==> src/common/uart_reg_pkg.sv <==
// constants for the serial channel register block
package uart_reg_pkg;

  // =====================================================
  // register offsets, channel 0, stride per channel
  localparam logic [7:0] OFF_STATUS_A   = 8'hc0;
  localparam logic [7:0] OFF_STATUS_B   = 8'hc1;
  localparam logic [7:0] OFF_FRAME_CTRL = 8'hc2;
  localparam logic [7:0] OFF_DATA_PORT  = 8'hc6;
  localparam logic [7:0] CHANNEL_STRIDE = 8'h08;

  // =====================================================
  // reset values
  localparam logic [7:0] RST_STATUS_A   = 8'h20;
  localparam logic [7:0] RST_STATUS_B   = 8'h00;
  localparam logic [7:0] RST_FRAME_CTRL = 8'h06;
  localparam logic [7:0] RST_DATA_PORT  = 8'h00;

  // =====================================================
  // status a bit positions
  localparam int A_RX_DONE  = 7;
  localparam int A_TX_DONE  = 6;
  localparam int A_EMPTY    = 5;
  localparam int A_FRAME    = 4;
  localparam int A_OVERRUN  = 3;
  localparam int A_PARITY   = 2;
  localparam int A_DOUBLE   = 1;
  localparam int A_MPFILTER = 0;

  // =====================================================
  // status b bit positions
  localparam int B_RX_IE    = 7;
  localparam int B_TX_IE    = 6;
  localparam int B_EMPTY_IE = 5;
  localparam int B_RX_EN    = 4;
  localparam int B_TX_EN    = 3;
  localparam int B_SIZE_HI  = 2;
  localparam int B_RX_BIT8  = 1;
  localparam int B_TX_BIT8  = 0;

  // =====================================================
  // frame control fields
  localparam int C_MODE_LSB   = 6;
  localparam int C_PARITY_LSB = 4;
  localparam int C_STOP       = 3;
  localparam int C_SIZE_LSB   = 1;

  localparam logic [1:0] MODE_ASYNC  = 2'b00;
  localparam logic [1:0] MODE_SYNC   = 2'b01;
  localparam logic [1:0] MODE_SPI    = 2'b11;
  localparam logic [1:0] PAR_OFF     = 2'b00;
  localparam logic [1:0] PAR_EVEN    = 2'b10;
  localparam logic [1:0] PAR_ODD     = 2'b11;
  localparam logic [2:0] SIZE_5      = 3'b000;
  localparam logic [2:0] SIZE_6      = 3'b001;
  localparam logic [2:0] SIZE_7      = 3'b010;
  localparam logic [2:0] SIZE_8      = 3'b011;
  localparam logic [2:0] SIZE_9      = 3'b111;

  // =====================================================
  // oversampling per bit, receive fifo depth
  localparam logic [4:0] OVERSAMPLE_NORMAL = 5'h10;
  localparam logic [4:0] OVERSAMPLE_DOUBLE = 5'h08;
  localparam int         RX_FIFO_DEPTH     = 2;

endpackage

==> src/logic/uart_register_interface.sv <==
// register interface and serial engine of one serial channel
//
// Overview of operation
// - one data-port address: writes fill transmit buffer, reads pop receive fifo head.
// - short characters: transmitter ignores upper bits, receiver returns them zero.
// - data-port write while buffer-empty flag clear is dropped, buffer unchanged.
// - enabled transmitter loads buffer into idle shifter, then shifts it out.
// - receive buffer is a two-entry fifo advanced by data-port reads.
// - status bit 7 high while fifo holds unread data, cleared by flush.
// - status bit 6 sets after frame out with buffer empty; cleared by ack or write-one.
// - status bit 5 high when transmit buffer free, high after reset.
// - status bit 4 is stop-bit error of fifo head character.
// - status bit 3 sets on start bit with fifo full and holding slot occupied.
// - status bit 2 is parity error of fifo head when checking enabled.
// - speed double selects divider 8 instead of 16 in asynchronous mode.
// - multiprocessor filter drops received frames without address mark.
// - each interrupt requested only when enable, global enable and flag set.
// - receiver enable owns receive pin; disable flushes fifo and error flags.
// - transmitter owns pin; disable waits until shifter and buffer empty.
// - size high bit joins two frame-control size bits into three-bit size.
// - received ninth bit readable in status b bit 1, read before data.
// - ninth transmit bit written in status b bit 0 before data.
// - mode field: 00 async; 01, 10 and 11 also run async frames, with speed double ignored.
// - parity field: 00 off, 10 even, 11 odd; mismatch flags error.
// - size codes 000..011 give five to eight bits, 111 nine.
// - stop select gives one or two transmitted stop bits; receiver ignores.
`timescale 1ns/1ps
module uart_register_interface
  import uart_reg_pkg::*;
#(
  parameter logic [7:0]  CHANNEL  = 8'h00,
  parameter logic [15:0] PRESCALE = 16'h000b
) (
  input  wire logic       clk_sys,
  input  wire logic       rst,
  input  wire logic [7:0] addr,
  input  wire logic [7:0] wdata,
  input  wire logic       wr,
  input  wire logic       rd,
  output logic      [7:0] rdata,
  input  wire logic       global_irq_enable,
  input  wire logic       tx_done_irq_ack,
  input  wire logic       receive_pin,
  output logic            transmit_pin,
  output logic            transmit_pin_owned,
  output logic            receive_pin_owned,
  output logic            irq_rx_done,
  output logic            irq_tx_done,
  output logic            irq_empty
);

  typedef enum logic [4:0] {
    TX_IDLE = 5'b00001, TX_START = 5'b00010, TX_DATA = 5'b00100,
    TX_PAR  = 5'b01000, TX_STOP  = 5'b10000
  } tx_state_e;
  typedef enum logic [4:0] {
    RX_IDLE = 5'b00001, RX_START = 5'b00010, RX_DATA = 5'b00100,
    RX_PAR  = 5'b01000, RX_STOP  = 5'b10000
  } rx_state_e;

  // =====================================================
  // registers
  logic [7:0]  ctrl_b_q;
  logic [7:0]  frame_q;
  logic        speed_double_q;
  logic        multiproc_filter_q;
  logic        txc_q;
  logic        dor_q;
  logic [8:0]  txb_q;
  logic        txb_valid_q;
  logic        tx_own_q;
  logic [11:0] fifo_q [RX_FIFO_DEPTH];
  logic        rd_ptr_q;
  logic [1:0]  rx_cnt_q;
  logic [11:0] wait_q;
  logic        wait_valid_q;
  logic [15:0] pre_q;
  logic        tick_q;
  logic [1:0]  rx_sync_q;
  logic [7:0]  rdata_q;
  logic        tx_pin_q;
  logic        irq_rx_q;
  logic        irq_tx_q;
  logic        irq_empty_q;
  tx_state_e   tx_st_q;
  rx_state_e   rx_st_q;
  logic [4:0]  tx_os_q;
  logic [4:0]  rx_os_q;
  logic [3:0]  tx_idx_q;
  logic [3:0]  rx_idx_q;
  logic [8:0]  tx_sh_q;
  logic [8:0]  rx_sh_q;
  logic        rx_par_q;
  logic        tx_stop2_q;

  // =====================================================
  // address decode
  wire [7:0] base_w     = 8'(CHANNEL * CHANNEL_STRIDE);
  wire       sel_a_w    = (addr == 8'(OFF_STATUS_A + base_w));
  wire       sel_b_w    = (addr == 8'(OFF_STATUS_B + base_w));
  wire       sel_c_w    = (addr == 8'(OFF_FRAME_CTRL + base_w));
  wire       sel_d_w    = (addr == 8'(OFF_DATA_PORT + base_w));
  wire       wr_a_w     = wr && sel_a_w;
  wire       wr_b_w     = wr && sel_b_w;
  wire       wr_c_w     = wr && sel_c_w;
  wire       wr_d_w     = wr && sel_d_w;
  wire       pop_w      = rd && sel_d_w && (rx_cnt_q != 2'h0);

  // =====================================================
  // frame format
  wire [2:0] size_w    = {ctrl_b_q[B_SIZE_HI], frame_q[C_SIZE_LSB+1:C_SIZE_LSB]};
  wire [1:0] par_w     = frame_q[C_PARITY_LSB+1:C_PARITY_LSB];
  wire [1:0] mode_w    = frame_q[C_MODE_LSB+1:C_MODE_LSB];
  wire       par_en_w  = par_w[1];
  wire       is_nine_w = (size_w == SIZE_9);
  wire       receiver_enable_w    = ctrl_b_q[B_RX_EN];
  wire [3:0] nbits_w   = (size_w == SIZE_5) ? 4'h5 :
                         (size_w == SIZE_6) ? 4'h6 :
                         (size_w == SIZE_7) ? 4'h7 :
                         is_nine_w ? 4'h9 : 4'h8;
  wire [8:0] mask_w    = 9'((10'h001 << nbits_w) - 10'h001);
  wire [4:0] os_w      = (speed_double_q && mode_w == MODE_ASYNC) ?
                         OVERSAMPLE_DOUBLE : OVERSAMPLE_NORMAL;

  // =====================================================
  // status views
  wire [11:0] head_w   = fifo_q[rd_ptr_q];
  wire        rxc_w    = (rx_cnt_q != 2'h0);
  wire        buffer_empty_flag_w   = !txb_valid_q;
  wire [7:0]  stat_a_w = {rxc_w, txc_q, buffer_empty_flag_w, head_w[11] & rxc_w, dor_q,
                          head_w[10] & rxc_w, speed_double_q, multiproc_filter_q};
  wire [7:0]  stat_b_w = {ctrl_b_q[7:2], head_w[8] & rxc_w, ctrl_b_q[B_TX_BIT8]};
  wire [7:0]  rd_mux_w = sel_a_w ? stat_a_w :
                         sel_b_w ? stat_b_w :
                         sel_c_w ? frame_q :
                         sel_d_w ? head_w[7:0] : 8'h00;

  // =====================================================
  // register writes and read data
  always_ff @(posedge clk_sys) begin
    if (rst) begin
      ctrl_b_q           <= RST_STATUS_B;
      frame_q            <= RST_FRAME_CTRL;
      speed_double_q     <= RST_STATUS_A[A_DOUBLE];
      multiproc_filter_q <= RST_STATUS_A[A_MPFILTER];
      rdata_q            <= RST_DATA_PORT;
    end else begin
      if (wr_a_w) begin
        speed_double_q     <= wdata[A_DOUBLE];
        multiproc_filter_q <= wdata[A_MPFILTER];
      end
      if (wr_b_w) begin
        ctrl_b_q <= {wdata[7:2], 1'b0, wdata[B_TX_BIT8]};
      end
      if (wr_c_w) begin
        frame_q <= wdata;
      end
      rdata_q <= rd ? rd_mux_w : 8'h00;
    end
  end

  // transmit complete: set wins over clear
  wire tx_frame_end_w = (tx_st_q == TX_STOP) && tick_q && (tx_os_q == os_w - 5'h01) &&
                        !(frame_q[C_STOP] && !tx_stop2_q);
  always_ff @(posedge clk_sys) begin
    if (rst) begin
      txc_q <= RST_STATUS_A[A_TX_DONE];
    end else if (tx_frame_end_w && !txb_valid_q) begin
      txc_q <= 1'b1;
    end else if (tx_done_irq_ack || (wr_a_w && wdata[A_TX_DONE])) begin
      txc_q <= 1'b0;
    end
  end

  // =====================================================
  // transmit buffer and pin ownership
  wire tx_load_w = (tx_st_q == TX_IDLE) && tx_own_q && txb_valid_q;
  always_ff @(posedge clk_sys) begin
    if (rst) begin
      txb_q       <= 9'h000;
      txb_valid_q <= 1'b0;
      tx_own_q    <= 1'b0;
    end else begin
      if (wr_d_w && !txb_valid_q) begin
        txb_q       <= {ctrl_b_q[B_TX_BIT8], wdata};
        txb_valid_q <= 1'b1;
      end else if (tx_load_w) begin
        txb_valid_q <= 1'b0;
      end
      tx_own_q <= ctrl_b_q[B_TX_EN] ||
                  (tx_own_q && (txb_valid_q || tx_st_q != TX_IDLE));
    end
  end

  // =====================================================
  // sample tick prescaler
  always_ff @(posedge clk_sys) begin
    if (rst) begin
      pre_q  <= 16'h0000;
      tick_q <= 1'b0;
    end else begin
      tick_q <= (pre_q == PRESCALE - 16'h0001);
      pre_q  <= (pre_q == PRESCALE - 16'h0001) ? 16'h0000 : pre_q + 16'h0001;
    end
  end

  // =====================================================
  // transmitter
  wire tx_bit_end_w = tick_q && (tx_os_q == os_w - 5'h01);
  wire tx_par_w     = ^(tx_sh_q & mask_w) ^ par_w[0];
  always_ff @(posedge clk_sys) begin
    if (rst) begin
      tx_st_q    <= TX_IDLE;
      tx_os_q    <= 5'h00;
      tx_idx_q   <= 4'h0;
      tx_sh_q    <= 9'h000;
      tx_stop2_q <= 1'b0;
    end else begin
      if (tick_q) begin
        tx_os_q <= tx_bit_end_w ? 5'h00 : tx_os_q + 5'h01;
      end
      case (tx_st_q)
        TX_IDLE: begin
          if (tx_load_w) begin
            tx_sh_q  <= txb_q;
            tx_st_q  <= TX_START;
            tx_os_q  <= 5'h00;
            tx_idx_q <= 4'h0;
          end
        end
        TX_START: begin
          if (tx_bit_end_w) begin
            tx_st_q <= TX_DATA;
          end
        end
        TX_DATA: begin
          if (tx_bit_end_w) begin
            tx_idx_q <= tx_idx_q + 4'h1;
            if (tx_idx_q == nbits_w - 4'h1) begin
              tx_st_q    <= par_en_w ? TX_PAR : TX_STOP;
              tx_stop2_q <= 1'b0;
            end
          end
        end
        TX_PAR: begin
          if (tx_bit_end_w) begin
            tx_st_q    <= TX_STOP;
            tx_stop2_q <= 1'b0;
          end
        end
        TX_STOP: begin
          if (tx_frame_end_w) begin
            tx_st_q <= TX_IDLE;
          end else if (tx_bit_end_w) begin
            tx_stop2_q <= 1'b1;
          end
        end
        default: tx_st_q <= TX_IDLE;
      endcase
    end
  end

  wire tx_bit_w = (tx_st_q == TX_START) ? 1'b0 :
                  (tx_st_q == TX_DATA)  ? tx_sh_q[tx_idx_q] :
                  (tx_st_q == TX_PAR)   ? tx_par_w : 1'b1;

  // =====================================================
  // receiver
  wire rx_line_w    = rx_sync_q[1];
  wire rx_mid_w     = tick_q && (rx_os_q == os_w - 5'h01);
  wire rx_half_w    = tick_q && (rx_os_q == (os_w >> 1) - 5'h01);
  wire rx_start_w   = (rx_st_q == RX_IDLE) && receiver_enable_w && !rx_line_w;
  wire rx_done_w    = (rx_st_q == RX_STOP) && rx_mid_w;
  wire rx_addr_w    = is_nine_w ? rx_sh_q[8] : rx_line_w;
  wire rx_perr_w    = par_en_w && (rx_par_q != (^(rx_sh_q & mask_w) ^ par_w[0]));
  wire rx_keep_w    = rx_done_w && !wait_valid_q &&
                      !(multiproc_filter_q && !rx_addr_w);
  wire move_w       = wait_valid_q && (rx_cnt_q != 2'h2 || pop_w);

  always_ff @(posedge clk_sys) begin
    if (rst) begin
      rx_sync_q <= 2'b11;
    end else begin
      rx_sync_q <= {rx_sync_q[0], receive_pin};
    end
  end

  always_ff @(posedge clk_sys) begin
    if (rst || !receiver_enable_w) begin
      rx_st_q  <= RX_IDLE;
      rx_os_q  <= 5'h00;
      rx_idx_q <= 4'h0;
      rx_sh_q  <= 9'h000;
      rx_par_q <= 1'b0;
    end else begin
      if (tick_q) begin
        rx_os_q <= (rx_mid_w || rx_half_w && rx_st_q == RX_START) ? 5'h00 : rx_os_q + 5'h01;
      end
      case (rx_st_q)
        RX_IDLE: begin
          if (rx_start_w) begin
            rx_st_q  <= RX_START;
            rx_os_q  <= 5'h00;
            rx_idx_q <= 4'h0;
            rx_sh_q  <= 9'h000;
          end
        end
        RX_START: begin
          if (rx_half_w) begin
            rx_st_q <= rx_line_w ? RX_IDLE : RX_DATA;
          end
        end
        RX_DATA: begin
          if (rx_mid_w) begin
            rx_sh_q[rx_idx_q] <= rx_line_w;
            rx_idx_q          <= rx_idx_q + 4'h1;
            if (rx_idx_q == nbits_w - 4'h1) begin
              rx_st_q <= par_en_w ? RX_PAR : RX_STOP;
            end
          end
        end
        RX_PAR: begin
          if (rx_mid_w) begin
            rx_par_q <= rx_line_w;
            rx_st_q  <= RX_STOP;
          end
        end
        RX_STOP: begin
          if (rx_mid_w) begin
            rx_st_q <= RX_IDLE;
          end
        end
        default: rx_st_q <= RX_IDLE;
      endcase
    end
  end

  // =====================================================
  // receive fifo, holding slot and overrun
  always_ff @(posedge clk_sys) begin
    if (rst || !receiver_enable_w) begin
      rd_ptr_q     <= 1'b0;
      rx_cnt_q     <= 2'h0;
      wait_valid_q <= 1'b0;
      wait_q       <= 12'h000;
      dor_q        <= 1'b0;
    end else begin
      if (rx_start_w && rx_cnt_q == 2'h2 && wait_valid_q) begin
        dor_q <= 1'b1;
      end else if (pop_w) begin
        dor_q <= 1'b0;
      end
      if (rx_keep_w) begin
        wait_q       <= {!rx_line_w, rx_perr_w, 1'b0, rx_sh_q & mask_w};
        wait_valid_q <= 1'b1;
      end else if (move_w) begin
        wait_valid_q <= 1'b0;
      end
      if (pop_w) begin
        rd_ptr_q <= !rd_ptr_q;
      end
      rx_cnt_q <= 2'(rx_cnt_q + {1'b0, move_w} - {1'b0, pop_w});
    end
  end

  // entries written in place, one slot per index
  for (genvar i = 0; i < RX_FIFO_DEPTH; i++) begin : g_fifo
    // slot after the last stored entry, taken before this cycle's pop
    wire [1:0] wr_slot_w = 2'(rd_ptr_q + rx_cnt_q);
    always_ff @(posedge clk_sys) begin
      if (rst) begin
        fifo_q[i] <= 12'h000;
      end else if (move_w && wr_slot_w[0] == 1'(i)) begin
        fifo_q[i] <= wait_q;
      end
    end
  end

  // =====================================================
  // outputs and interrupt requests
  always_ff @(posedge clk_sys) begin
    if (rst) begin
      tx_pin_q    <= 1'b1;
      irq_rx_q    <= 1'b0;
      irq_tx_q    <= 1'b0;
      irq_empty_q <= 1'b0;
    end else begin
      tx_pin_q    <= tx_own_q ? tx_bit_w : 1'b1;
      irq_rx_q    <= ctrl_b_q[B_RX_IE] && global_irq_enable && rxc_w;
      irq_tx_q    <= ctrl_b_q[B_TX_IE] && global_irq_enable && txc_q;
      irq_empty_q <= ctrl_b_q[B_EMPTY_IE] && global_irq_enable && buffer_empty_flag_w;
    end
  end

  assign rdata              = rdata_q;
  assign transmit_pin       = tx_pin_q;
  assign transmit_pin_owned = tx_own_q;
  assign receive_pin_owned  = ctrl_b_q[B_RX_EN];
  assign irq_rx_done        = irq_rx_q;
  assign irq_tx_done        = irq_tx_q;
  assign irq_empty          = irq_empty_q;
endmodule

==> config.mk <==
export PLATFORM = sky130hd
export DESIGN_NAME = uart_register_interface
export DESIGN_NICKNAME = d
export VERILOG_FILES = /design/src/common/uart_reg_pkg.sv /design/src/logic/uart_register_interface.sv
export SDC_FILE = /design/constraint.sdc
export NUM_CORES = 1
export LEC_CHECK = 0
export BUFFER_PORTS_ARGS = -buffer_cell sky130_fd_sc_hd__buf_2
export CAP_MARGIN = 20
export CORE_ASPECT_RATIO = 0.9
export CORE_MARGIN = 2
export CORE_UTILIZATION = 48
export CTS_BUF_LIST = sky130_fd_sc_hd__clkbuf_4
export CTS_CLUSTER_DIAMETER = 50
export DETAILED_ROUTE_END_ITERATION = 10
export PLACE_DENSITY = 0.66
export SKIP_LAST_GASP = 1
export SYNTH_ARGS = -nofsm -noshare
export SYNTH_HDL_FRONTEND = slang
export SYNTH_SLANG_ARGS = --single-unit
export TNS_END_PERCENT = 20
==> constraint.sdc <==
create_clock -name clk_sys -period 6 [get_ports clk_sys]
set_input_delay 0.3 -clock clk_sys [delete_from_list [all_inputs] [get_ports clk_sys]]
set_output_delay 0.3 -clock clk_sys [all_outputs]
set_load 0.005 [all_outputs]
==> metrics.txt <==
outcome=finished clean; Final Hold Fails=0; post-cts resize count=0; Die Y=121 um; Relative slew margins=0.338; Rows=42; clock latency on the worst-skew pair=560 ps; CP Launch Type=flip-flop; share of layout cells above drive strength 1=0.109; Hold Crit Class=in2reg; synthesized area=7310 sq um; dpl hpwl=12.1 mm; Leak Pwr=3.00 nW; clock share of power=0.380; EDFF count, synth=22; skew final=30.8 ps; Yosys reg bits=147; pins over their slew limit=0; area of the die=16200 sq um; worst-margin pin slew=992 ps; largest net degree at the start of global routing=60; Final Power=0.00172 W; Post-CTS Setup Bufs=0; PD cells=218 nW/um^2; logic gate share of total power=0.031; CTS tree=done; Critical Path AT=3710 ps; vias in the first global route=5445; Remaining Overflow, GRT=0; worst setup margin=2740 ps; DR pass1 iterations=7; asr flop ratio synth=0; crit-path cells=xnor2_1, or2_2, inv_1, ha_1, or4b_4, o211a_1, a311o_2, a221oi_2, nor3_1, a211o_1; crit-path max FO=11; hold slack=57.0 ps; final-report setup violation count=0; Worst IR Drop VDD=0.000157 V; clock slew seen by the registers of the worst setup and hold paths=150 ps; WS Path Type=reg2reg; worst path buffer plus inverter count=1; detailed-route DRC error count=0; CTS Sinks=147; Starting Density=0.493; H-tree depth=4; delay-heaviest family, CP=compound AO/OA/AOI/OAI gates; clock buffer count from CTS=17; minimum clock period=3260 ps; pre-CTS setup slack=2890 ps; Yosys cell types=68; # Max-Cap Violations=0; Internal Pwr Total=0.00126 W; CTS Root Cell=clkbuf_4; CP endpoint kind=flip-flop; area occupied by multi-input gates=3870 sq um; Seq/Total Area, Yosys=0.433; Die Width=134 um; Main synth FF type=dfxtp_1; R2R Setup Slk=2740 ps; synthesized instance count=812; Via density=5.65; Avg WL per Cell=16.1 um; Clock Path Buffers=2; Hold Buf Count CTS=6; register share of total power=0.589; Synth-to-Final Area Change=8.37%; net switching share of the total power=0.267; register area=3160 sq um; PortBufs=36; DRT antenna net count=0; Fmax=307 MHz; CP required=6450 ps; I/O pin cnt=37; core outline area=14800 sq um; Avg Inst Size Synth=9.00 sq um; Vias=5886; initial antenna violation count=1; CP max stage delay=530 ps; Total GRT Usage=0.210; wire length of the first global-routing pass=26.8 mm; GP Congestion=0.856; unrepaired setup endpoints after global routing=false; synth warn=0; net switching power=0.000459 W; Final nets=869; crit path max-delay cell type=or4b_4; fillers=1384; setup tns final=0 ps; total wire length=16.8 mm; Iter 0 DRT Violations=501; Final Cycle Share=0.543
## area by class of cell
class                   count  area share
diodes                      1    0.000316
clock buffers              17      0.0161
clock inverters            15      0.0231
inverters                  18     0.00853
multi-input cells         602       0.489
flip-flops and latches    147       0.399
well taps                 198      0.0313
repair buffers             44      0.0322
## cell usage after synthesis (22+ instances only)
master / number / share of area
dfxtp_1: 125 / 0.34
nor2_1: 119 / 0.061
nand2_1: 56 / 0.029
mux2i_1: 54 / 0.074
a21oi_1: 53 / 0.036
nand3_1: 37 / 0.025
clkbuf_1: 36 / 0.018
xnor2_1: 32 / 0.038
and2_1: 23 / 0.020
edfxtp_1: 22 / 0.090
o21ai_0: 22 / 0.015
xor2_1: 22 / 0.026
## power by group through the flow
stage | clock network, W | logic (W) | registers, W
2_1_floorplan | 0 | 0.0000322 | 0.00103
3_3_place_gp | 0 | 0.0000480 | 0.00104
3_5_place_dp | 0 | 0.0000492 | 0.00104
4_1_cts | 0.000671 | 0.0000523 | 0.00101
5_1_grt | 0.000714 | 0.0000579 | 0.00102
6_report | 0.000655 | 0.0000529 | 0.00101
## sequential cells by signal, summed over array words and instances, names as in the netlist, 2 cells and up, named ones only
name,cells
fifo_q,22
pre_q,16
wait_q,11
rx_sh_q,9
tx_sh_q,9
txb_q,9
frame_q,8
rdata,8
ctrl_b_q,7
rx_os_q,5
rx_st_q,5
tx_os_q,5
tx_st_q,5
rx_idx_q,4
tx_idx_q,4
rx_cnt_q,2
rx_sync_q,2
## stage by stage
step	instance area, sq um	instances	util
after detailed placement	7540	1003	0.509
after CTS	7920	1041	0.534
final	7920	1042	0.534
after global routing	7920	1042	0.534
after global placement	7540	1003	0.509
after floorplan	7310	813	-
## cells by family (layout without fill, tap and decap cells)
| family | count (synthesis) | count (layout) | synth area share |
|---|---|---|---|
| DFF | 147 | 147 | 0.433 |
| muxes | 56 | 56 | 0.0802 |
| AOI/OAI and AO/OA | 128 | 128 | 0.115 |
| xor gates and xnor gates | 55 | 55 | 0.0678 |
| buffers and inverters | 64 | 94 | 0.0377 |
| adders and majority gates | 16 | 16 | 0.0274 |
| and+or+nand+nor | 345 | 345 | 0.239 |
| other | 1 | 3 | 0.000513 |
## final timing paths
check | startpoint | to | cells past startpoint
min reg2reg | rx_sync_q[0] | rx_sync_q[1] | 1
min | wdata[6] | frame_q[6] | 3
max | frame_q[1] | wait_q[10] | 10
max reg2reg | frame_q[1] | wait_q[10] | 10
## metal layers
| metal | GRT usage | vias up | part of all wire |
|---|---|---|---|
| li1 | - | 2877 | - |
| met1 | 0.277 | 2792 | 0.46 |
| met2 | 0.341 | 199 | 0.46 |
| met3 | 0.0510 | 18 | 0.059 |
| met4 | 0.0651 | 0 | 0.016 |
| met5 | 0 | - | 0 |
## worst register-to-register path: stages, from the launching register on
cell and delay [ps]:
dfxtp_1 450, xnor2_1 450, or2_2 240, inv_1 60, ha_1 230, or4b_4 530
o211a_1 260, a311o_2 320, a221oi_2 270, nor3_1 90, a211o_1 280
## cell usage in the layout, fill, tap and decap left out, drive strengths merged, types with 22 or more instances in the layout
master    n
and2     23
a21oi    54
o21ai    22
mux2i    54
nand3    37
edfxtp   22
dfxtp   125
nand2    56
buf      38
xnor2    32
nor2    119
inv      28
xor2     22
No activity file was read; power rests on OpenSTA's default activity.
